File: src/rtl/mrfs_pkg.sv
package mrfs_pkg;
  // frame constants
  localparam logic [7:0] REQ_CODE = 8'h45;
  localparam logic [7:0] CAL_DONE_CODE = 8'hEF;
  localparam logic [7:0] PAD_BYTE = 8'h00;
  localparam logic [7:0] UNDERRUN_BYTE = 8'hFF;
  localparam logic [5:0] LINE_CYCLES = 6'h20;
  localparam logic [8:0] FRAME_BYTES = 9'h1E2;
  localparam logic [8:0] IDX_TOTALS = 9'h07F;
  localparam logic [8:0] IDX_CAL = 9'h0B3;
  localparam logic [8:0] IDX_MARK = 9'h0D7;
  localparam logic [7:0] HARM_ITEMS = 8'h84;
  localparam int FIFO_DEPTH = 16;
  localparam int WORD_W = 32;
  // apb register offsets and reset values
  localparam logic [7:0] OFF_CTRL = 8'h00;
  localparam logic [7:0] OFF_STATUS = 8'h04;
  localparam logic [7:0] OFF_DATA = 8'h08;
  localparam logic [7:0] OFF_LAST_CMD = 8'h0C;
  localparam logic CTRL_EN_RST = 1'b1;
  // frame segments, walked in this order
  localparam logic [3:0] SEG_HDR = 4'h0, SEG_VI = 4'h1, SEG_PWR = 4'h2, SEG_PF = 4'h3;
  localparam logic [3:0] SEG_EN = 4'h4, SEG_TPWR = 4'h5, SEG_TPF = 4'h6, SEG_TEN = 4'h7;
  localparam logic [3:0] SEG_FREQ = 4'h8, SEG_FLAG = 4'h9, SEG_CAL = 4'hA, SEG_MARK = 4'hB;
  localparam logic [3:0] SEG_TFLAG = 4'hC, SEG_HARM = 4'hD, SEG_DONE = 4'hE;
  typedef enum logic [2:0] {F_IDLE = 3'b001, F_WAIT = 3'b010, F_SEND = 3'b100} mrfs_frm_t;

  // items in a segment
  function automatic logic [7:0] mrfs_items(input logic [3:0] s);
    case (s)
      SEG_VI, SEG_TFLAG: return 8'h02;
      SEG_PWR, SEG_TPWR: return 8'h04;
      SEG_EN, SEG_TEN: return 8'h05;
      SEG_FLAG: return 8'h0C;
      SEG_CAL: return 8'h12;
      SEG_HARM: return HARM_ITEMS;
      default: return 8'h01;
    endcase
  endfunction

  // bytes per item of a segment
  function automatic logic [2:0] mrfs_width(input logic [3:0] s);
    case (s)
      SEG_PWR, SEG_EN, SEG_TPWR, SEG_TEN: return 3'h4;
      SEG_HDR, SEG_FLAG, SEG_MARK, SEG_TFLAG: return 3'h1;
      default: return 3'h2;
    endcase
  endfunction

  // byte of a value by position: low word first, high byte first in a word
  function automatic logic [7:0] mrfs_pick(input logic [31:0] w, input logic [2:0] nb,
                                           input logic [1:0] pos);
    if (nb == 3'h4) begin
      case (pos)
        2'h0: return w[15:8];
        2'h1: return w[7:0];
        2'h2: return w[31:24];
        default: return w[23:16];
      endcase
    end else if (nb == 3'h2) begin
      return (pos == 2'h0) ? w[15:8] : w[7:0];
    end
    return w[7:0];
  endfunction
endpackage

File: src/rtl/mrfs_spi_if.sv
// byte link between the spi slave and the framer
interface mrfs_spi_if;
  logic [7:0] rx_byte;
  logic rx_valid;
  logic [7:0] tx_byte;
  modport slave (output rx_byte, output rx_valid, input tx_byte);
  modport framer (input rx_byte, input rx_valid, output tx_byte);
endinterface

File: src/rtl/mrfs_fifo.sv
module mrfs_fifo #(
  parameter int WIDTH = 32,
  parameter int DEPTH = 16
) (
  // clock and reset
  input wire logic clk,
  input wire logic rstn,
  input wire logic flush,
  // fill side
  input wire logic in_valid,
  output logic in_ready,
  input wire logic [WIDTH-1:0] in_data,
  // drain side
  output logic out_valid,
  input wire logic out_ready,
  output logic [WIDTH-1:0] out_data,
  output logic [$clog2(DEPTH+1)-1:0] count
);
  localparam int AW = $clog2(DEPTH);
  localparam int CW = $clog2(DEPTH+1);
  logic [WIDTH-1:0] mem_q [DEPTH];
  logic [AW-1:0] wr_q, wr_d, rd_q, rd_d;
  logic [CW-1:0] cnt_q, cnt_d;
  logic push, pop;

  assign in_ready = (cnt_q != CW'(DEPTH));
  assign out_valid = (cnt_q != '0);
  assign out_data = mem_q[rd_q];
  assign count = cnt_q;
  assign push = in_valid & in_ready;
  assign pop = out_valid & out_ready;

  // pointers wrap at depth, flush empties at once
  always_comb begin
    wr_d = wr_q;
    rd_d = rd_q;
    cnt_d = cnt_q;
    if (flush) begin
      wr_d = '0;
      rd_d = '0;
      cnt_d = '0;
    end else begin
      if (push) wr_d = (wr_q == AW'(DEPTH-1)) ? '0 : wr_q + 1'b1;
      if (pop) rd_d = (rd_q == AW'(DEPTH-1)) ? '0 : rd_q + 1'b1;
      if (push && !pop) cnt_d = cnt_q + 1'b1;
      else if (pop && !push) cnt_d = cnt_q - 1'b1;
    end
  end

  always_ff @(posedge clk or negedge rstn) begin
    if (!rstn) begin
      wr_q <= '0;
      rd_q <= '0;
      cnt_q <= '0;
    end else begin
      wr_q <= wr_d;
      rd_q <= rd_d;
      cnt_q <= cnt_d;
    end
  end

  // storage has no reset, only the pointers matter
  always_ff @(posedge clk) begin
    if (push && !flush) mem_q[wr_q] <= in_data;
  end

  no_overflow_a: assert property (@(posedge clk) disable iff (!rstn)
    !flush && !out_ready && cnt_q == CW'(DEPTH) |=> cnt_q == CW'(DEPTH))
    else $error("fifo count lost while full");
endmodule

File: src/rtl/mrfs_spi_slave.sv
module mrfs_spi_slave (
  // clock and reset
  input wire logic clk,
  input wire logic rstn,
  // spi pins, mode 0
  input wire logic sck,
  input wire logic mosi,
  input wire logic cs_n,
  output logic miso_q,
  output logic miso_oe_q,
  // byte side
  mrfs_spi_if.slave link
);
  logic sck_m_q, sck_s_q, sck_p_q, mosi_m_q, mosi_s_q, cs_m_q, cs_s_q, cs_p_q;
  logic [7:0] tx_q, tx_d, rx_q, rx_d, rxb_q, rxb_d;
  logic [2:0] bit_q, bit_d;
  logic miso_d, rxv_q, rxv_d;
  logic rise, fall, cs_fall;

  // edges only from second and third stage flops
  assign rise = sck_s_q & ~sck_p_q;
  assign fall = ~sck_s_q & sck_p_q;
  assign cs_fall = ~cs_s_q & cs_p_q;
  assign link.rx_byte = rxb_q;
  assign link.rx_valid = rxv_q;

  // sample on rise, shift out on fall; next byte loads after the eighth rise
  always_comb begin
    tx_d = tx_q;
    rx_d = rx_q;
    rxb_d = rxb_q;
    bit_d = bit_q;
    miso_d = miso_q;
    rxv_d = 1'b0;
    if (cs_s_q) begin
      bit_d = '0;
    end else if (cs_fall) begin
      tx_d = link.tx_byte;
      miso_d = link.tx_byte[7];
      bit_d = '0;
    end else if (rise) begin
      rx_d = {rx_q[6:0], mosi_s_q};
      bit_d = bit_q + 1'b1;
      if (bit_q == 3'h7) begin
        rxb_d = {rx_q[6:0], mosi_s_q};
        rxv_d = 1'b1;
      end
    end else if (fall) begin
      if (bit_q == 3'h0) begin
        tx_d = link.tx_byte;
        miso_d = link.tx_byte[7];
      end else begin
        tx_d = {tx_q[6:0], 1'b0};
        miso_d = tx_q[6];
      end
    end
  end

  always_ff @(posedge clk or negedge rstn) begin
    if (!rstn) begin
      {sck_m_q, sck_s_q, sck_p_q, mosi_m_q, mosi_s_q} <= 5'h00;
      {cs_m_q, cs_s_q, cs_p_q} <= 3'h7;
      tx_q <= 8'h00;
      rx_q <= 8'h00;
      rxb_q <= 8'h00;
      bit_q <= 3'h0;
      miso_q <= 1'b0;
      miso_oe_q <= 1'b0;
      rxv_q <= 1'b0;
    end else begin
      {sck_m_q, sck_s_q, sck_p_q} <= {sck, sck_m_q, sck_s_q};
      {mosi_m_q, mosi_s_q} <= {mosi, mosi_m_q};
      {cs_m_q, cs_s_q, cs_p_q} <= {cs_n, cs_m_q, cs_s_q};
      tx_q <= tx_d;
      rx_q <= rx_d;
      rxb_q <= rxb_d;
      bit_q <= bit_d;
      miso_q <= miso_d;
      miso_oe_q <= ~cs_s_q;
      rxv_q <= rxv_d;
    end
  end

  byte_pulse_a: assert property (@(posedge clk) disable iff (!rstn)
    rxv_q |=> !rxv_q)
    else $error("received byte strobe longer than one cycle");
endmodule

File: src/rtl/mrfs_top.sv
// The placing of the registers and the APB slave port were decided locally.
module mrfs_top
  import mrfs_pkg::*;
(
  // clock and reset
  input wire logic SYS_CLK,
  input wire logic RSTN,
  // apb slave
  input wire logic PSEL,
  input wire logic PENABLE,
  input wire logic PWRITE,
  input wire logic [7:0] PADDR,
  input wire logic [31:0] PWDATA,
  output logic [31:0] PRDATA,
  output logic PREADY,
  output logic PSLVERR,
  // spi pins, host is master
  input wire logic SPI_SCK,
  input wire logic SPI_MOSI,
  input wire logic SPI_CS_N,
  output logic SPI_MISO_O,
  output logic SPI_MISO_OE,
  // metering core
  input wire logic LINE_CYCLE,
  output logic RESULT_READY_LINE_N
);
  mrfs_spi_if link ();
  mrfs_frm_t frm_q, frm_d;
  logic [5:0] cyc_q, cyc_d;
  logic [3:0] seg_q, seg_d, nseg;
  logic [7:0] item_q, item_d, tx_q, tx_d, last_q, last_d;
  logic [1:0] pos_q, pos_d, phase_q, phase_d;
  logic [31:0] word_q, word_d, prdata_d;
  logic [8:0] idx_q, idx_d;
  logic under_q, under_d, done_q, done_d, ready_n_q, ready_n_d, en_q, en_d;
  logic pready_d, pslverr_d, pready_q;
  logic [2:0] nb;
  logic f_in_ready, f_out_valid, f_pop, push, flush, under_clr;
  logic [31:0] f_out_data;
  logic [4:0] f_count;
  logic sel_ctrl, sel_stat, sel_data, sel_last, known, access, stall, fire;

  mrfs_spi_slave u_spi (
    .clk(SYS_CLK),
    .rstn(RSTN),
    .sck(SPI_SCK),
    .mosi(SPI_MOSI),
    .cs_n(SPI_CS_N),
    .miso_q(SPI_MISO_O),
    .miso_oe_q(SPI_MISO_OE),
    .link(link.slave)
  );

  // software pushes field values in frame order; full fifo stalls the apb write
  mrfs_fifo #(.WIDTH(WORD_W), .DEPTH(FIFO_DEPTH)) u_fifo (
    .clk(SYS_CLK),
    .rstn(RSTN),
    .flush(flush),
    .in_valid(push),
    .in_ready(f_in_ready),
    .in_data(PWDATA),
    .out_valid(f_out_valid),
    .out_ready(f_pop),
    .out_data(f_out_data),
    .count(f_count)
  );

  assign link.tx_byte = tx_q;
  assign nb = mrfs_width(seg_q);

  // apb decode; one wait state, more while the fifo is full
  assign sel_ctrl = (PADDR == OFF_CTRL);
  assign sel_stat = (PADDR == OFF_STATUS);
  assign sel_data = (PADDR == OFF_DATA);
  assign sel_last = (PADDR == OFF_LAST_CMD);
  assign known = sel_ctrl | sel_stat | sel_data | sel_last;
  assign access = PSEL & PENABLE & ~pready_q;
  assign stall = PWRITE & sel_data & ~f_in_ready;
  assign fire = PSEL & PENABLE & pready_q;
  assign push = fire & PWRITE & sel_data;
  assign flush = fire & PWRITE & sel_ctrl & PWDATA[1];
  assign under_clr = fire & PWRITE & sel_stat & PWDATA[2];

  // apb answer and control register
  always_comb begin
    pready_d = access & ~stall;
    pslverr_d = access & ~stall & ~known;
    prdata_d = 32'h0000_0000;
    en_d = en_q;
    if (access && !stall && !PWRITE) begin
      if (sel_ctrl) prdata_d = {31'h0000_0000, en_q};
      if (sel_stat) prdata_d = {7'h00, idx_q, 3'h0, f_count, 4'h0, done_q, under_q,
                                frm_q == F_WAIT, ~ready_n_q};
      if (sel_last) prdata_d = {24'h00_0000, last_q};
    end
    if (fire && PWRITE && sel_ctrl) en_d = PWDATA[0];
  end

  always_ff @(posedge SYS_CLK or negedge RSTN) begin
    if (!RSTN) begin
      PRDATA <= 32'h0000_0000;
      PREADY <= 1'b0;
      PSLVERR <= 1'b0;
      en_q <= CTRL_EN_RST;
    end else begin
      PRDATA <= prdata_d;
      PREADY <= pready_d;
      PSLVERR <= pslverr_d;
      en_q <= en_d;
    end
  end

  // registered ready read back, so each access answers once
  assign pready_q = PREADY;

  // framer: wait for the request, then walk the segments one byte per spi byte
  always_comb begin
    frm_d = frm_q;
    cyc_d = cyc_q;
    seg_d = seg_q;
    item_d = item_q;
    pos_d = pos_q;
    phase_d = phase_q;
    word_d = word_q;
    tx_d = tx_q;
    idx_d = idx_q;
    done_d = done_q;
    ready_n_d = ready_n_q;
    last_d = link.rx_valid ? link.rx_byte : last_q;
    under_d = under_q & ~under_clr;
    nseg = seg_q;
    f_pop = 1'b0;
    // a dummy such as FFh is no command and just clocks the frame
    if (link.rx_valid && link.rx_byte == REQ_CODE && en_q) begin
      frm_d = F_WAIT;
      cyc_d = 6'h00;
      ready_n_d = 1'b1;
      done_d = 1'b0;
    end else begin
      unique case (frm_q)
        F_IDLE: begin
        end
        F_WAIT: begin
          if (LINE_CYCLE) begin
            if (cyc_q == LINE_CYCLES - 6'h01) begin
              frm_d = F_SEND;
              ready_n_d = 1'b0;
              seg_d = SEG_HDR;
              item_d = 8'h00;
              pos_d = 2'h0;
              phase_d = 2'h0;
              idx_d = 9'h000;
              tx_d = REQ_CODE;
            end else begin
              cyc_d = cyc_q + 6'h01;
            end
          end
        end
        F_SEND: begin
          // the host may stop early; the framer holds its place and the next select goes on from there
          if (link.rx_valid && seg_q != SEG_DONE) begin
            idx_d = idx_q + 9'h001;
            if ({1'b0, pos_q} + 3'h1 < nb) begin
              pos_d = pos_q + 2'h1;
              tx_d = mrfs_pick(word_q, nb, pos_q + 2'h1);
            end else begin
              pos_d = 2'h0;
              if ({1'b0, item_q} + 9'h001 < {1'b0, mrfs_items(seg_q)}) begin
                item_d = item_q + 8'h01;
              end else begin
                item_d = 8'h00;
                if (seg_q == SEG_EN && phase_q != 2'h2) begin
                  nseg = SEG_VI;
                  phase_d = phase_q + 2'h1;
                end else begin
                  nseg = seg_q + 4'h1;
                end
              end
              seg_d = nseg;
              if (nseg == SEG_MARK) begin
                tx_d = CAL_DONE_CODE;
              end else if (nseg == SEG_DONE) begin
                tx_d = PAD_BYTE;
                done_d = 1'b1;
              end else if (f_out_valid) begin
                // counts pass unscaled, the host applies units
                f_pop = 1'b1;
                word_d = f_out_data;
                tx_d = mrfs_pick(f_out_data, mrfs_width(nseg), 2'h0);
              end else begin
                // starved: keep field alignment, mark the byte and flag it
                word_d = 32'h0000_0000;
                tx_d = UNDERRUN_BYTE;
                under_d = 1'b1;
              end
            end
          end
        end
      endcase
    end
  end

  always_ff @(posedge SYS_CLK or negedge RSTN) begin
    if (!RSTN) begin
      frm_q <= F_IDLE;
      cyc_q <= 6'h00;
      seg_q <= SEG_DONE;
      item_q <= 8'h00;
      pos_q <= 2'h0;
      phase_q <= 2'h0;
      word_q <= 32'h0000_0000;
      tx_q <= PAD_BYTE;
      idx_q <= 9'h000;
      done_q <= 1'b0;
      under_q <= 1'b0;
      last_q <= 8'h00;
      RESULT_READY_LINE_N <= 1'b1;
    end else begin
      frm_q <= frm_d;
      cyc_q <= cyc_d;
      seg_q <= seg_d;
      item_q <= item_d;
      pos_q <= pos_d;
      phase_q <= phase_d;
      word_q <= word_d;
      tx_q <= tx_d;
      idx_q <= idx_d;
      done_q <= done_d;
      under_q <= under_d;
      last_q <= last_d;
      RESULT_READY_LINE_N <= ready_n_d;
    end
  end
  assign ready_n_q = RESULT_READY_LINE_N;

  hdr_first_a: assert property (@(posedge SYS_CLK) disable iff (!RSTN)
    $fell(RESULT_READY_LINE_N) |-> tx_q == REQ_CODE && seg_q == SEG_HDR && idx_q == 9'h000)
    else $error("frame did not open with the request echo");
  ready_wait_a: assert property (@(posedge SYS_CLK) disable iff (!RSTN)
    $fell(RESULT_READY_LINE_N) |-> $past(frm_q) == F_WAIT
      && $past(cyc_q) == LINE_CYCLES - 6'h01 && $past(LINE_CYCLE))
    else $error("ready line fell before 32 line cycles");
  phase_loop_a: assert property (@(posedge SYS_CLK) disable iff (!RSTN)
    $rose(seg_q == SEG_VI) && phase_q != 2'h0 |-> $past(seg_q) == SEG_EN
      && phase_q == $past(phase_q) + 2'h1)
    else $error("phase block order broken");
  energy_after_a: assert property (@(posedge SYS_CLK) disable iff (!RSTN)
    $rose(seg_q == SEG_EN) |-> $past(seg_q) == SEG_PF && pos_q == 2'h0)
    else $error("energies did not follow power factor");
  totals_at_a: assert property (@(posedge SYS_CLK) disable iff (!RSTN)
    $rose(seg_q == SEG_TPWR) |-> idx_q == IDX_TOTALS && phase_q == 2'h2)
    else $error("totals started at the wrong byte");
  flag_bytes_a: assert property (@(posedge SYS_CLK) disable iff (!RSTN)
    seg_q == SEG_FLAG && $changed(idx_q) && !under_q |-> tx_q == word_q[7:0])
    else $error("flag byte not taken from low byte");
  flags_len_a: assert property (@(posedge SYS_CLK) disable iff (!RSTN)
    $rose(seg_q == SEG_CAL) |-> idx_q == IDX_CAL)
    else $error("flag group length wrong");
  cal_len_a: assert property (@(posedge SYS_CLK) disable iff (!RSTN)
    $rose(seg_q == SEG_MARK) |-> idx_q == IDX_MARK)
    else $error("calibration echo length wrong");
  mark_byte_a: assert property (@(posedge SYS_CLK) disable iff (!RSTN)
    $rose(seg_q == SEG_MARK) |-> tx_q == CAL_DONE_CODE ##0 (seg_q == SEG_MARK)[*1])
    else $error("calibration done marker not sent");
  harm_items_a: assert property (@(posedge SYS_CLK) disable iff (!RSTN)
    seg_q == SEG_HARM |-> item_q < HARM_ITEMS)
    else $error("harmonic item count overrun");
  frame_len_a: assert property (@(posedge SYS_CLK) disable iff (!RSTN)
    $rose(seg_q == SEG_DONE) |-> idx_q == FRAME_BYTES && done_q)
    else $error("frame length wrong");
  word_swap_a: assert property (@(posedge SYS_CLK) disable iff (!RSTN)
    frm_q == F_SEND && nb == 3'h4 && pos_q == 2'h2 && $changed(pos_q)
      |-> tx_q == word_q[31:24])
    else $error("high word not sent second");
endmodule
File: config.mk
export PLATFORM = sky130hd
export DESIGN_NAME = mrfs_top
export DESIGN_NICKNAME = d
export VERILOG_FILES = /design/src/rtl/mrfs_pkg.sv /design/src/rtl/mrfs_spi_if.sv /design/src/rtl/mrfs_fifo.sv /design/src/rtl/mrfs_spi_slave.sv /design/src/rtl/mrfs_top.sv
export SDC_FILE = /design/constraint.sdc
export NUM_CORES = 1
export LEC_CHECK = 0
export BUFFER_PORTS_ARGS = -buffer_cell sky130_fd_sc_hd__buf_4
export CORE_UTILIZATION = 50
export CTS_CLUSTER_SIZE = 30
export DETAILED_ROUTE_END_ITERATION = 8
export GPL_ROUTABILITY_DRIVEN = 1
export GPL_TIMING_DRIVEN = 0
export PLACE_DENSITY = 0.71
export SLEW_MARGIN = 10
export SYNTH_ARGS = -nofsm -noshare
export SYNTH_HDL_FRONTEND = slang
export SYNTH_SLANG_ARGS = --single-unit
File: constraint.sdc
create_clock -name SYS_CLK -period 4.6 [get_ports SYS_CLK]
set_input_delay 0.23 -clock SYS_CLK [delete_from_list [all_inputs] [get_ports SYS_CLK]]
set_output_delay 0.23 -clock SYS_CLK [all_outputs]
set_load 0.05 [all_outputs]
After elaboration in Yosys (flattened, before gate mapping)

Memory sizes are Yosys's and may differ from the RTL's.
Index checks and enable logic that the tools add are counted.

Mux-type cells: 136
Bitwise logic cells: 36
Add/subtract/negate cells: 13
Equality and inequality tests: 32
Reductions and logical operators: 42
$lt $le $gt $ge: 2

Operators by type and width:

| kind                                                                  | number |
|---|---|
| 8-bit two-way mux                                                     | 23 |
| 32-bit two-way mux                                                    | 4 |
| 4-bit two-way mux                                                     | 16 |
| 1-bit two-way mux                                                     | 50 |
| 3-bit two-way mux                                                     | 14 |
| 8-bit one-hot mux with 2 select lines                                 | 2 |
| 7-bit two-way mux                                                     | 4 |
| 9-bit two-way mux                                                     | 3 |
| 6-bit two-way mux                                                     | 4 |
| 8-bit one-hot mux with 3 select lines                                 | 1 |
| 2-bit != test, second input constant                                  | 10 |
| 2-bit nonzero test                                                    | 10 |
| 1-bit AND                                                             | 19 |
| 9-bit one-hot mux with 2 select lines                                 | 1 |
| 4-bit equality test, second input constant                            | 4 |
| 8-bit by 4-bit equality test with 1-bit output, second input constant | 2 |
| 2-bit two-way mux                                                     | 8 |
| 5-bit two-way mux                                                     | 3 |
| 1-bit inverter                                                        | 14 |
| 4-bit by 1-bit adder with 4-bit output, second input constant         | 3 |
| 3-bit equality test, second input constant                            | 4 |
| 3-bit AND reduction                                                   | 4 |
| 6-bit AND reduction                                                   | 2 |
| 1-bit logical AND                                                     | 11 |
| 33 further kinds                                                      | 45 |

Memories kept: 4
Memory bits (read-only): 192
Bits of input ports: 49
Bits in writable memories: 512
Output and inout bits: 37
Register bits after elaboration: 169
Word-level logic and storage cells: 300

Memories:

| memory          | depth | width | rd ports | clocked after Yosys merged registers in | write ports | RTL line        | text |
|---|---|---|---|---|---|---|---|
| u_fifo.mem_q    | 16    | 32    | 1        | 0                                       | 1           | mrfs_fifo.sv:21 | `logic [WIDTH-1:0] mem_q [DEPTH];` |
| (no name shown) | 16    | 6     | 1        | 0                                       | 0           | mrfs_pkg.sv:30  | `case (s)` |
| (no name shown) | 16    | 3     | 1        | 0                                       | 0           | mrfs_pkg.sv:43  | `case (s)` |
| (no name shown) | 16    | 3     | 1        | 0                                       | 0           | mrfs_pkg.sv:43  |  |

Depth between registers and ports, before layout

Gate-level depths: netlist of run 1.
An unclocked memory read counts as a cell.

Depth in word-level cells: 37
Gate-level depth with buffers: 23
Mapped depth without buffers: 21

Cells and area by module

A second synthesis of run 1 with hierarchy kept.

Cell total of the unflattened synthesis: 1795
Area total of the unflattened synthesis: 28180.8 um^2

Modules (own cells, without submodules):

| module         | sequential area each (um^2) | instances | cells each | area each (um^2) |
|---|---|---|---|---|
| mrfs_fifo      | 15700.1                     | 1         | 1047       | 20541.0 |
| mrfs_top       | 2760.1                      | 1         | 649        | 6249.7 |
| mrfs_spi_slave | 904.6                       | 1         | 99         | 1390.1 |

Least setup slack after synthesis of run 1

Ideal clock, no wire load.

Kind: register -> register
From: register seg_q[0]
To: register u_fifo.cnt_q[4] (netlist: u_fifo.count[4])
Library setup time: 64 ps
Path slack: -231 ps
Period minus slack after synthesis: 4831 ps
Cell stages (with the launch flop): 23
Data required time: 4536 ps
Arrival: 4767 ps
Path buffers: 2
Cells stage by stage: dfrtp_1 clkbuf_1 inv_1 ha_1 nand2b_1 a21oi_1 a21oi_1 ha_1 a21oi_1 o211ai_1 nor4b_4 a31oi_1 buf_2 nor2_1 a31oi_4 o211ai_4 nand2_1 fa_1 a21o_1 a21o_1 or3_1 a211oi_1 a211o_1

Longest elaborated chain between the ends: 23
Elaborated cells on any way between the ends: 34
Classes of those cells: add/sub (1); order compare (2); eq/ne (4); mux (18); bitwise (1); reduce/logical (6); memory (2)

Ends and longest elaborated chain:

| element                                       | RTL line        | text |
|---|---|---|
| start, declared                               | mrfs_top.sv:30  | `logic [3:0] seg_q, seg_d, nseg;` |
| start signal, assigned                        | mrfs_top.sv:221 | `seg_q <= seg_d;` |
| memory 16 x 6 bit                             | n/a             |  |
| 8-bit two-way mux                             | mrfs_top.sv:163 | `if ({1'b0, pos_q} + 3'h1 < nb) begin` |
| 8-bit two-way mux                             | mrfs_top.sv:161 | `if (link.rx_valid && seg_q != SEG_DONE) begin` |
| 8-bit two-way mux                             | mrfs_top.sv:140 | `unique case (frm_q)` |
| 8-bit two-way mux                             | mrfs_top.sv:134 | `if (link.rx_valid && link.rx_byte == REQ_CODE && en_q) begin` |
| 9-bit by 8-bit < comparator with 1-bit output | mrfs_top.sv:168 | `if ({1'b0, item_q} + 9'h001 < {1'b0, mrfs_items(seg_q)}) begin` |
| 4-bit two-way mux                             | mrfs_top.sv:168 |  |
| 4-bit two-way mux                             | mrfs_top.sv:163 |  |
| (+7 left out)                                 | n/a             |  |
| 1-bit two-way mux *                           | mrfs_top.sv:161 |  |
| 1-bit two-way mux *                           | mrfs_top.sv:140 |  |
| 1-bit two-way mux *                           | mrfs_top.sv:134 |  |
| 1-bit AND *                                   | mrfs_fifo.sv:31 | `assign pop = out_valid & out_ready;` |
| 1-bit logical NOT                             | mrfs_fifo.sv:45 | `if (push && !pop) cnt_d = cnt_q + 1'b1;` |
| 1-bit logical AND                             | mrfs_fifo.sv:45 |  |
| 5-bit two-way mux                             | mrfs_fifo.sv:45 |  |
| 5-bit two-way mux                             | mrfs_fifo.sv:38 | `if (flush) begin` |
| end signal, assigned                          | mrfs_fifo.sv:58 | `cnt_q <= cnt_d;` |
| end, declared                                 | mrfs_fifo.sv:23 | `logic [CW-1:0] cnt_q, cnt_d;` |

Mark *: on every way between the ends. The rest lies on a longest branch, timed or not. The select of a mux whose other input is x is not followed.
A chain may end at the register's enable or synchronous reset.

Worst setup path in the final report of run 1

Ends and elaborated chain as after synthesis.

==> impl_metrics.prom, run 1 <==
# TYPE chip_impl_metric gauge
chip_impl_info{name="outcome",value="finished, final reports clean"} 1
chip_impl_info{name="hold_path.class",value="in2reg"} 1
chip_impl_metric{name="detail_route.wl_per_cell",unit="um"} 24.5
chip_impl_metric{name="antenna_cells_inserted",unit=""} 0
chip_impl_metric{name="synth_cells",unit=""} 1556
chip_impl_metric{name="rrSetupSlack",unit="ps"} 110
chip_impl_metric{name="initial_antenna_violation_count",unit=""} 0
chip_impl_metric{name="power.density_cell_area",unit="nW/um2"} 379
chip_impl_metric{name="post_synth_xor_area_fraction",unit=""} 0.00602
chip_impl_info{name="cts-root-buf",value="sky130_fd_sc_hd__clkbuf_16"} 1
chip_impl_metric{name="muxShareOfSynthArea",unit=""} 0.154
chip_impl_metric{name="drc_errors",unit=""} 0
chip_impl_metric{name="share_of_the_clock_period_used_by_the_worst_path_after_layout",unit=""} 0.975
chip_impl_metric{name="design.die.area",unit="um2"} 55800
chip_impl_info{name="cts_tree",value="yes"} 1
chip_impl_metric{name="grt_pass1_vias",unit=""} 15324
chip_impl_metric{name="final_cell_count_no_fill",unit=""} 2536
chip_impl_metric{name="final_nets",unit=""} 1875
chip_impl_metric{name="dr.first_iter.drc_count",unit=""} 1372
chip_impl_metric{name="postRouteAntennaNets",unit=""} 0
chip_impl_metric{name="synth-warning-count",unit=""} 0
chip_impl_metric{name="slew_headroom",unit=""} 0.218
chip_impl_metric{name="peakVddDrop",unit="mV"} 0.376
chip_impl_metric{name="drive_above_1_share",unit=""} 0.255
chip_impl_metric{name="placedCellCount",unit=""} 2356
chip_impl_metric{name="maxCapViolCount",unit=""} 0
chip_impl_metric{name="power.switching_fraction",unit=""} 0.201
chip_impl_metric{name="filler_cell_count",unit=""} 3929
chip_impl_metric{name="synth_seq_cells",unit=""} 671
chip_impl_metric{name="numCtsBuffers",unit=""} 67
chip_impl_metric{name="overall_die_height",unit="um"} 236
chip_impl_metric{name="final_critical_path_setup_slack",unit="ps"} 113
chip_impl_metric{name="maxSlewViolCount",unit=""} 0
chip_impl_info{name="synth_top_family_by_area",value="multiplexers"} 1
chip_impl_metric{name="post_synth_fa_ha_maj_area_fraction",unit=""} 0.0162
chip_impl_metric{name="cts_max_path_buffers",unit=""} 3
chip_impl_metric{name="timing.final.hold_violations",unit=""} 0
chip_impl_metric{name="worst_path_maximum_fanout",unit=""} 6
chip_impl_metric{name="worst_hold_slack",unit="ps"} 91.7
chip_impl_metric{name="core.rowCount",unit=""} 85
chip_impl_info{name="synth_top_flop_cell",value="sky130_fd_sc_hd__edfxtp_1"} 1
chip_impl_metric{name="clock-sinks",unit=""} 671
chip_impl_metric{name="port_buffers",unit=""} 75
chip_impl_metric{name="grt_first_pass_wirelength",unit="um"} 94000
chip_impl_metric{name="power.switching",unit="mW"} 2.45
chip_impl_metric{name="clk_pin_slew_worst_paths",unit="ps"} 70
chip_impl_metric{name="worst_clock_skew",unit="ps"} 33.3
chip_impl_metric{name="max_slew.worst_pin.slew",unit="ps"} 1160
chip_impl_info{name="reg2reg_to",value="u_fifo.count[4]"} 1
chip_impl_metric{name="netlist-cell-type-count",unit=""} 73
chip_impl_info{name="r2r-start",value="seg_q[0]"} 1
chip_impl_metric{name="postRouteWirelength",unit="um"} 62000
chip_impl_metric{name="synth_simple_gate_area_share",unit=""} 0.0544
chip_impl_info{name="startpoint_type",value="flop"} 1
chip_impl_metric{name="final_cell_area",unit="um2"} 32200
chip_impl_metric{name="synth-seq-area-share",unit=""} 0.706
chip_impl_metric{name="hpwlAfterDp",unit="um"} 38500
chip_impl_info{name="crit_path_capture_type",value="flop"} 1
chip_impl_metric{name="area_growth",unit="%"} 17.2
chip_impl_metric{name="setup_viol",unit=""} 0
chip_impl_metric{name="largest_net_degree_at_the_start_of_global_routing",unit=""} 86
chip_impl_metric{name="gr-usage-all-layers",unit=""} 0.226
chip_impl_metric{name="vias_per_cell",unit=""} 5.99
chip_impl_metric{name="power.static_leakage",unit="nW"} 11.8
chip_impl_metric{name="firstDrtPassIters",unit=""} 7
chip_impl_metric{name="gpl.final_weighted_congestion",unit=""} 0.889
chip_impl_metric{name="p_int",unit="mW"} 9.74
chip_impl_metric{name="clock_power_share",unit=""} 0.440
chip_impl_metric{name="core",unit="um2"} 54000
chip_impl_metric{name="synth_area_in_compound_gates",unit=""} 0.0452
chip_impl_metric{name="worst-endpoint-required",unit="ps"} 5130
chip_impl_metric{name="io_pins",unit=""} 86
chip_impl_metric{name="clock_tree.htree_level_count",unit=""} 3
chip_impl_metric{name="initial_core_util",unit=""} 0.508
chip_impl_metric{name="rr_worst_depth",unit=""} 21
chip_impl_info{name="crit_type",value="reg2reg"} 1
chip_impl_metric{name="insertion_delay",unit="ps"} 610
chip_impl_metric{name="synth_enable_flop_cells",unit=""} 512
chip_impl_metric{name="mappedNetlistArea",unit="um2"} 27400
chip_impl_metric{name="max_freq",unit="GHz"} 0.223
chip_impl_info{name="critPathCapture",value="u_fifo.count[4]"} 1
chip_impl_metric{name="cp.arrival",unit="ps"} 5010
chip_impl_metric{name="total_via_count_in_the_routed_design",unit=""} 15178
chip_impl_metric{name="dieWidth",unit="um"} 236
chip_impl_metric{name="dp_worst_setup_slack",unit="ps"} -671
chip_impl_metric{name="combinationalPowerShare",unit=""} 0.021
chip_impl_metric{name="ys_async_sr_fraction",unit=""} 0.237
chip_impl_info{name="worst_setup_path_startpoint",value="seg_q[0]"} 1
chip_impl_metric{name="placed_area",unit="um2"} 29300
chip_impl_metric{name="synth.avg_cell_area",unit="um2"} 17.6
chip_impl_metric{name="layout_min_cycle_time",unit="ps"} 4490
chip_impl_metric{name="globalRoute.totalOverflow",unit=""} 0
chip_impl_metric{name="sequentialPowerShare",unit=""} 0.540
-- cell type report --
class                      count  area (um2)  share of cell area
sequential                   671       19400               0.602
multi-input combinational    779        7740               0.240
clock buffer                  90        1830              0.0567
timing repair buffer         159        1550              0.0482
tap                          696         871              0.0271
buffer                        88         424              0.0132
clock inverter                28         305             0.00949
inverter                      25        96.3             0.00299
-- Yosys cell counts, types with 5 or more instances --
| cell | number | share of area |
|---|---|---|
| sky130_fd_sc_hd__a211oi_1 | 6 | 0.0016 |
| sky130_fd_sc_hd__a21o_1 | 6 | 0.0016 |
| sky130_fd_sc_hd__a21oi_1 | 22 | 0.0040 |
| sky130_fd_sc_hd__a222oi_1 | 14 | 0.0051 |
| sky130_fd_sc_hd__a22oi_1 | 7 | 0.0019 |
| sky130_fd_sc_hd__a31oi_1 | 6 | 0.0014 |
| sky130_fd_sc_hd__and2_1 | 27 | 0.0062 |
| sky130_fd_sc_hd__and3_1 | 13 | 0.0030 |
| sky130_fd_sc_hd__and4_1 | 7 | 0.0022 |
| sky130_fd_sc_hd__buf_1 | 16 | 0.0022 |
| sky130_fd_sc_hd__buf_2 | 11 | 0.0020 |
| sky130_fd_sc_hd__buf_4 | 12 | 0.0033 |
| sky130_fd_sc_hd__clkbuf_1 | 50 | 0.0068 |
| sky130_fd_sc_hd__dfrtp_1 | 150 | 0.14 |
| sky130_fd_sc_hd__dfstp_2 | 9 | 0.0086 |
| sky130_fd_sc_hd__edfxtp_1 | 512 | 0.56 |
| sky130_fd_sc_hd__ha_1 | 34 | 0.015 |
| sky130_fd_sc_hd__inv_1 | 25 | 0.0034 |
| sky130_fd_sc_hd__mux2_2 | 23 | 0.0094 |
| sky130_fd_sc_hd__mux2i_1 | 30 | 0.011 |
| sky130_fd_sc_hd__mux4_2 | 160 | 0.13 |
| sky130_fd_sc_hd__nand2_1 | 135 | 0.018 |
| sky130_fd_sc_hd__nand2b_1 | 6 | 0.0014 |
| sky130_fd_sc_hd__nand3_1 | 14 | 0.0026 |
| sky130_fd_sc_hd__nand4_1 | 7 | 0.0016 |
| sky130_fd_sc_hd__nor2_1 | 47 | 0.0064 |
| sky130_fd_sc_hd__nor2b_1 | 7 | 0.0016 |
| sky130_fd_sc_hd__nor3_1 | 11 | 0.0020 |
| sky130_fd_sc_hd__o21ai_0 | 85 | 0.015 |
| sky130_fd_sc_hd__o21ai_1 | 11 | 0.0020 |
| sky130_fd_sc_hd__o31ai_1 | 5 | 0.0014 |
| sky130_fd_sc_hd__or3_1 | 7 | 0.0016 |
| sky130_fd_sc_hd__xnor2_1 | 8 | 0.0026 |
| sky130_fd_sc_hd__xor2_1 | 9 | 0.0029 |
-- stage by stage --
stage	util	power, mW	setup TNS [ps]
after floorplan	-	6.78	0
after global placement	0.535	6.91	-98010
after detailed placement	0.543	6.93	-838
after CTS	0.594	12.3	0
after global routing	0.596	12.5	-53.9
final	0.596	12.2	0
-- flip-flops by register name, indices dropped and copies added (netlist names), 8 cells and up --
register,flops
word_q,32
u_fifo.mem_q,512
last_q,8
item_q,8
link.tx_byte,8
PRDATA,22
idx_q,9
u_spi.link.rx_byte,8
-- cells in the final DEF (no fill, tap or decap), drive strengths merged, types with 9 or more instances in the layout --
cell type      n
mux4         160
nand2        135
a21oi         22
nor2          47
dlygate4sd3   43
inv           27
o21ai         97
clkbuf       140
buf          154
nand3         14
xnor2          9
ha            34
clkinv        18
and3          13
mux2          28
nor3          13
and2          27
mux2i         31
edfxtp       512
dfrtp        150
a222oi        14
dfstp          9
xor2           9
conb          10
-- power groups by stage --
stage          Sequential, mW  Clock [mW]  Combinational [mW]
2_1_floorplan            6.71           0              0.0760
3_3_place_gp             6.70           0               0.210
3_5_place_dp             6.70           0               0.224
4_1_cts                  6.58        5.44               0.256
5_1_grt                  6.58        5.66               0.276
6_report                 6.58        5.36               0.253
-- per-layer routing --
metal / up-vias / part of all wire / global-route usage / wire, um
li1: 6599 / - / - / -
met1: 7848 / 0.42 / 0.320 / 26100
met2: 630 / 0.49 / 0.363 / 30400
met3: 101 / 0.069 / 0.0425 / 4270
met4: 0 / 0.020 / 0.0586 / 1260
met5: - / 0 / 0 / 0
-- worst min-delay path by stage --
stage          startpoint             to  slack, ps  depth (start not counted)
3_3_place_gp      SPI_SCK  u_spi.sck_m_q        340                          1
5_1_grt        LINE_CYCLE       frm_q[2]         90                          4
6_report       LINE_CYCLE       frm_q[2]         90                          4
3_5_place_dp         RSTN     PRDATA[19]        230                          1
2_1_floorplan        RSTN      PRDATA[0]        -70                          0
4_1_cts          PADDR[0]        PSLVERR         50                          4
-- cells by family (layout without fill, tap and decap cells) --
| logic type | count (synthesis) | count (layout) |
|---|---|---|
| compound gates | 192 | 192 |
| xor+xnor | 18 | 18 |
| fa+ha+maj | 35 | 35 |
| buf+inv | 115 | 390 |
| flops | 671 | 671 |
| mux | 219 | 219 |
| other cells | 1 | 10 |
| simple gates | 305 | 305 |
-- critical path: stages (launching register included) --
cell and delay [ps]:
sky130_fd_sc_hd__dfrtp_1 370, sky130_fd_sc_hd__clkbuf_8 150, sky130_fd_sc_hd__inv_4 50, sky130_fd_sc_hd__ha_1 180, sky130_fd_sc_hd__nand2b_1 150, sky130_fd_sc_hd__a21oi_2 170, sky130_fd_sc_hd__a21oi_2 50, sky130_fd_sc_hd__ha_1 320
sky130_fd_sc_hd__buf_4 120, sky130_fd_sc_hd__nand4_1 90, sky130_fd_sc_hd__a31o_2 270, sky130_fd_sc_hd__a31oi_4 260, sky130_fd_sc_hd__mux2i_4 360, sky130_fd_sc_hd__xnor2_4 140, sky130_fd_sc_hd__o211ai_4 230, sky130_fd_sc_hd__nand2_4 90
sky130_fd_sc_hd__fa_2 380, sky130_fd_sc_hd__a21o_1 180, sky130_fd_sc_hd__a21o_1 190, sky130_fd_sc_hd__or3_1 330, sky130_fd_sc_hd__a211oi_2 200, sky130_fd_sc_hd__a211o_1 120
-- what timing repair did --
action | 4_1_cts | 5_1_grt
hold endpoints to repair | 596 | 0
setup buffers | 10 | 11
gates resized for setup | 20 | 4
hold buffers | 43 | 0
setup endpoints to repair | 3 | 1
pin swaps | 8 | 11
Note: power is estimated with default switching activity, not from simulation.
==> run 2, diff against run 1 <==
Settings changed: CORE_ASPECT_RATIO set to 0.5.
==> impl_metrics.prom, run 2 (same netlist as run 1, synthesis figures left out) <==
# TYPE chip_impl_metric gauge
chip_impl_info{name="outcome",value="finished, final reports clean"} 1
chip_impl_metric{name="power.static_leakage",unit="nW"} 11.6
chip_impl_metric{name="worst_clock_skew",unit="ps"} 23.7
chip_impl_metric{name="largest_net_degree_at_the_start_of_global_routing",unit=""} 107
chip_impl_info{name="crit_type",value="reg2reg"} 1
chip_impl_info{name="critPathCapture",value="u_fifo.count[4]"} 1
chip_impl_metric{name="dr.first_iter.drc_count",unit=""} 1775
chip_impl_metric{name="power.density_cell_area",unit="nW/um2"} 364
chip_impl_metric{name="postRouteAntennaNets",unit=""} 0
chip_impl_metric{name="maxSlewViolCount",unit=""} 0
chip_impl_metric{name="slew_headroom",unit=""} 0.178
chip_impl_metric{name="peakVddDrop",unit="mV"} 0.315
chip_impl_metric{name="firstDrtPassIters",unit=""} 7
chip_impl_metric{name="placedCellCount",unit=""} 2374
chip_impl_metric{name="core.rowCount",unit=""} 60
chip_impl_metric{name="maxCapViolCount",unit=""} 0
chip_impl_metric{name="io_pins",unit=""} 86
chip_impl_metric{name="worst-endpoint-required",unit="ps"} 5160
chip_impl_metric{name="initial_core_util",unit=""} 0.509
chip_impl_metric{name="totalPowerFinal",unit="mW"} 11.6
chip_impl_metric{name="timing.final.hold_violations",unit=""} 0
chip_impl_metric{name="rr_worst_depth",unit=""} 21
chip_impl_metric{name="dp_worst_setup_slack",unit="ps"} -825
chip_impl_metric{name="filler_cell_count",unit=""} 3873
chip_impl_info{name="layout.cells.most_common",value="sky130_fd_sc_hd__edfxtp_1"} 1
chip_impl_metric{name="clock-sinks",unit=""} 671
chip_impl_metric{name="sequentialPowerShare",unit=""} 0.566
chip_impl_metric{name="final_cell_count_no_fill",unit=""} 2542
chip_impl_metric{name="detail_route.wl_per_cell",unit="um"} 24.6
chip_impl_info{name="registers.top_by_ff_count",value="u_fifo.mem_q"} 1
chip_impl_metric{name="core",unit="um2"} 54000
chip_impl_metric{name="hpwlAfterDp",unit="um"} 39300
chip_impl_info{name="startpoint_type",value="flop"} 1
chip_impl_metric{name="p_int",unit="mW"} 9.30
chip_impl_metric{name="multi_input_comb_area",unit="um2"} 7750
chip_impl_metric{name="gr-usage-all-layers",unit=""} 0.227
chip_impl_metric{name="worst_path_maximum_fanout",unit=""} 6
chip_impl_metric{name="drc_errors",unit=""} 0
chip_impl_metric{name="cts_max_path_buffers",unit=""} 3
chip_impl_metric{name="rrSetupSlack",unit="ps"} 170
chip_impl_info{name="layout_top_registers",value="u_fifo.mem_q (512), word_q (32), PRDATA (22)"} 1
chip_impl_metric{name="area_growth",unit="%"} 16.3
chip_impl_metric{name="grt_first_pass_wirelength",unit="um"} 94100
chip_impl_info{name="cts-root-buf",value="sky130_fd_sc_hd__clkbuf_16"} 1
chip_impl_metric{name="numCtsBuffers",unit=""} 57
chip_impl_metric{name="final_nets",unit=""} 1867
chip_impl_metric{name="max_freq",unit="GHz"} 0.226
chip_impl_metric{name="port_buffers",unit=""} 75
chip_impl_metric{name="postRouteWirelength",unit="um"} 62600
chip_impl_metric{name="setup_viol",unit=""} 0
chip_impl_info{name="worst_setup_path_startpoint",value="seg_q[0]"} 1
chip_impl_metric{name="clock_power_share",unit=""} 0.412
chip_impl_metric{name="dieWidth",unit="um"} 333
chip_impl_metric{name="antenna_cells_inserted",unit=""} 0
chip_impl_info{name="cts_tree",value="yes"} 1
chip_impl_metric{name="final_critical_path_setup_slack",unit="ps"} 167
chip_impl_metric{name="final-seq-area",unit="um2"} 19400
chip_impl_metric{name="share_of_the_clock_period_used_by_the_worst_path_after_layout",unit=""} 0.964
chip_impl_metric{name="layout_min_cycle_time",unit="ps"} 4430
chip_impl_metric{name="drive_above_1_share",unit=""} 0.249
chip_impl_metric{name="max_slew.worst_pin.slew",unit="ps"} 1230
chip_impl_info{name="mostFrequentLayoutCells",value="512 x sky130_fd_sc_hd__edfxtp_1, 160 x sky130_fd_sc_hd__mux4_2, 150 x sky130_fd_sc_hd__dfrtp_1"} 1
chip_impl_metric{name="total_via_count_in_the_routed_design",unit=""} 15103
chip_impl_metric{name="power.switching",unit="mW"} 2.32
chip_impl_metric{name="vias_per_cell",unit=""} 5.94
chip_impl_info{name="hold_path.class",value="in2reg"} 1
chip_impl_info{name="r2r-start",value="seg_q[0]"} 1
chip_impl_metric{name="largest_register_ffs",unit=""} 512
chip_impl_metric{name="insertion_delay",unit="ps"} 610
chip_impl_metric{name="design.die.area",unit="um2"} 55900
chip_impl_metric{name="initial_antenna_violation_count",unit=""} 2
chip_impl_metric{name="globalRoute.totalOverflow",unit=""} 0
chip_impl_metric{name="combinationalPowerShare",unit=""} 0.022
chip_impl_info{name="crit_path_capture_type",value="flop"} 1
chip_impl_info{name="reg2reg_to",value="u_fifo.count[4]"} 1
chip_impl_metric{name="clock_tree.htree_level_count",unit=""} 2
chip_impl_metric{name="grt_pass1_vias",unit=""} 15076
chip_impl_metric{name="cp.arrival",unit="ps"} 4990
chip_impl_metric{name="gpl.final_weighted_congestion",unit=""} 0.864
chip_impl_metric{name="power.switching_fraction",unit=""} 0.200
chip_impl_metric{name="overall_die_height",unit="um"} 168
chip_impl_metric{name="clk_pin_slew_worst_paths",unit="ps"} 70
[run 2: how the worst min path moves through the flow]
stage	startpoint	endpoint	slack (ps)	cells after the start
2_1_floorplan	RSTN	PRDATA[0]	-70	0
3_3_place_gp	u_spi.sck_m_q	u_spi.sck_s_q	330	0
3_5_place_dp	RSTN	u_spi.rx_q[5]	180	1
4_1_cts	PADDR[0]	PSLVERR	20	4
5_1_grt	PADDR[0]	PSLVERR	60	4
6_report	PADDR[0]	PSLVERR	40	4
[run 2: layout make-up]
| type | count | share of cell area |
|---|---|---|
| flip-flops and latches | 671 | 0.607 |
| well taps | 713 | 0.0280 |
| clock buffers | 81 | 0.0488 |
| inverters | 25 | 0.00302 |
| repair buffers | 161 | 0.0487 |
| clock inverters | 24 | 0.00859 |
| plain buffers | 88 | 0.0134 |
| multi-input cells | 779 | 0.243 |
[run 2: per-layer routing]
| metal | up-vias | share of wire | global-route usage | routed length (um) |
|---|---|---|---|---|
| met1 | 7778 | 0.41 | 0.325 | 25800 |
| met4 | 2 | 0.022 | 0.0503 | 1360 |
| met5 | - | 0.00026 | 0 | 16 |
| met2 | 645 | 0.48 | 0.363 | 29800 |
| met3 | 110 | 0.089 | 0.0463 | 5580 |
| li1 | 6568 | - | - | - |
[run 2: stage by stage]
stage / TNS (ps) / hold WS [ps] / utilization / instance area, um2
finish: 0 / 39.6 / 0.591 / 31900
CTS: 0 / 16.1 / 0.590 / 31800
floorplan: 0 / -65.6 / - / 27500
detailed placement: -1300 / 177 / 0.544 / 29400
global route: -42.3 / 62.6 / 0.591 / 31900
global placement: -115410 / 334 / 0.536 / 28900
[run 2: power by group through the flow]
stage / logic [mW] / clock network [mW] / registers, mW
finish: 0.255 / 4.79 / 6.57
global route: 0.278 / 5.07 / 6.57
CTS: 0.256 / 4.85 / 6.57
detailed placement: 0.226 / 0 / 6.70
global placement: 0.215 / 0 / 6.70
floorplan: 0.0760 / 0 / 6.71
[run 2: repair_timing]
item	in CTS	in global routing
endpoints found under the hold margin	564	0
resized for setup	21	6
buffers inserted	13	9
gates cloned	0	0
endpoints found under the setup margin	4	3
hold buffers	43	0
pin swaps	10	15
[run 2: critical path: stages, from the launching register on]
cell and delay, ps:
sky130_fd_sc_hd__dfrtp_1 370, sky130_fd_sc_hd__clkbuf_8 150, sky130_fd_sc_hd__inv_4 50, sky130_fd_sc_hd__ha_1 190, sky130_fd_sc_hd__nand2b_4 140, sky130_fd_sc_hd__a21oi_4 120
sky130_fd_sc_hd__a21oi_1 60, sky130_fd_sc_hd__ha_1 310, sky130_fd_sc_hd__a21oi_2 150, sky130_fd_sc_hd__o211ai_1 130, sky130_fd_sc_hd__nor4b_4 360, sky130_fd_sc_hd__a31oi_4 180
sky130_fd_sc_hd__mux2i_4 320, sky130_fd_sc_hd__xnor2_4 130, sky130_fd_sc_hd__o211ai_4 260, sky130_fd_sc_hd__nand2_4 100, sky130_fd_sc_hd__fa_2 360, sky130_fd_sc_hd__a21o_1 170
sky130_fd_sc_hd__a21o_1 190, sky130_fd_sc_hd__or3_4 340, sky130_fd_sc_hd__a211oi_2 180, sky130_fd_sc_hd__a211o_1 120
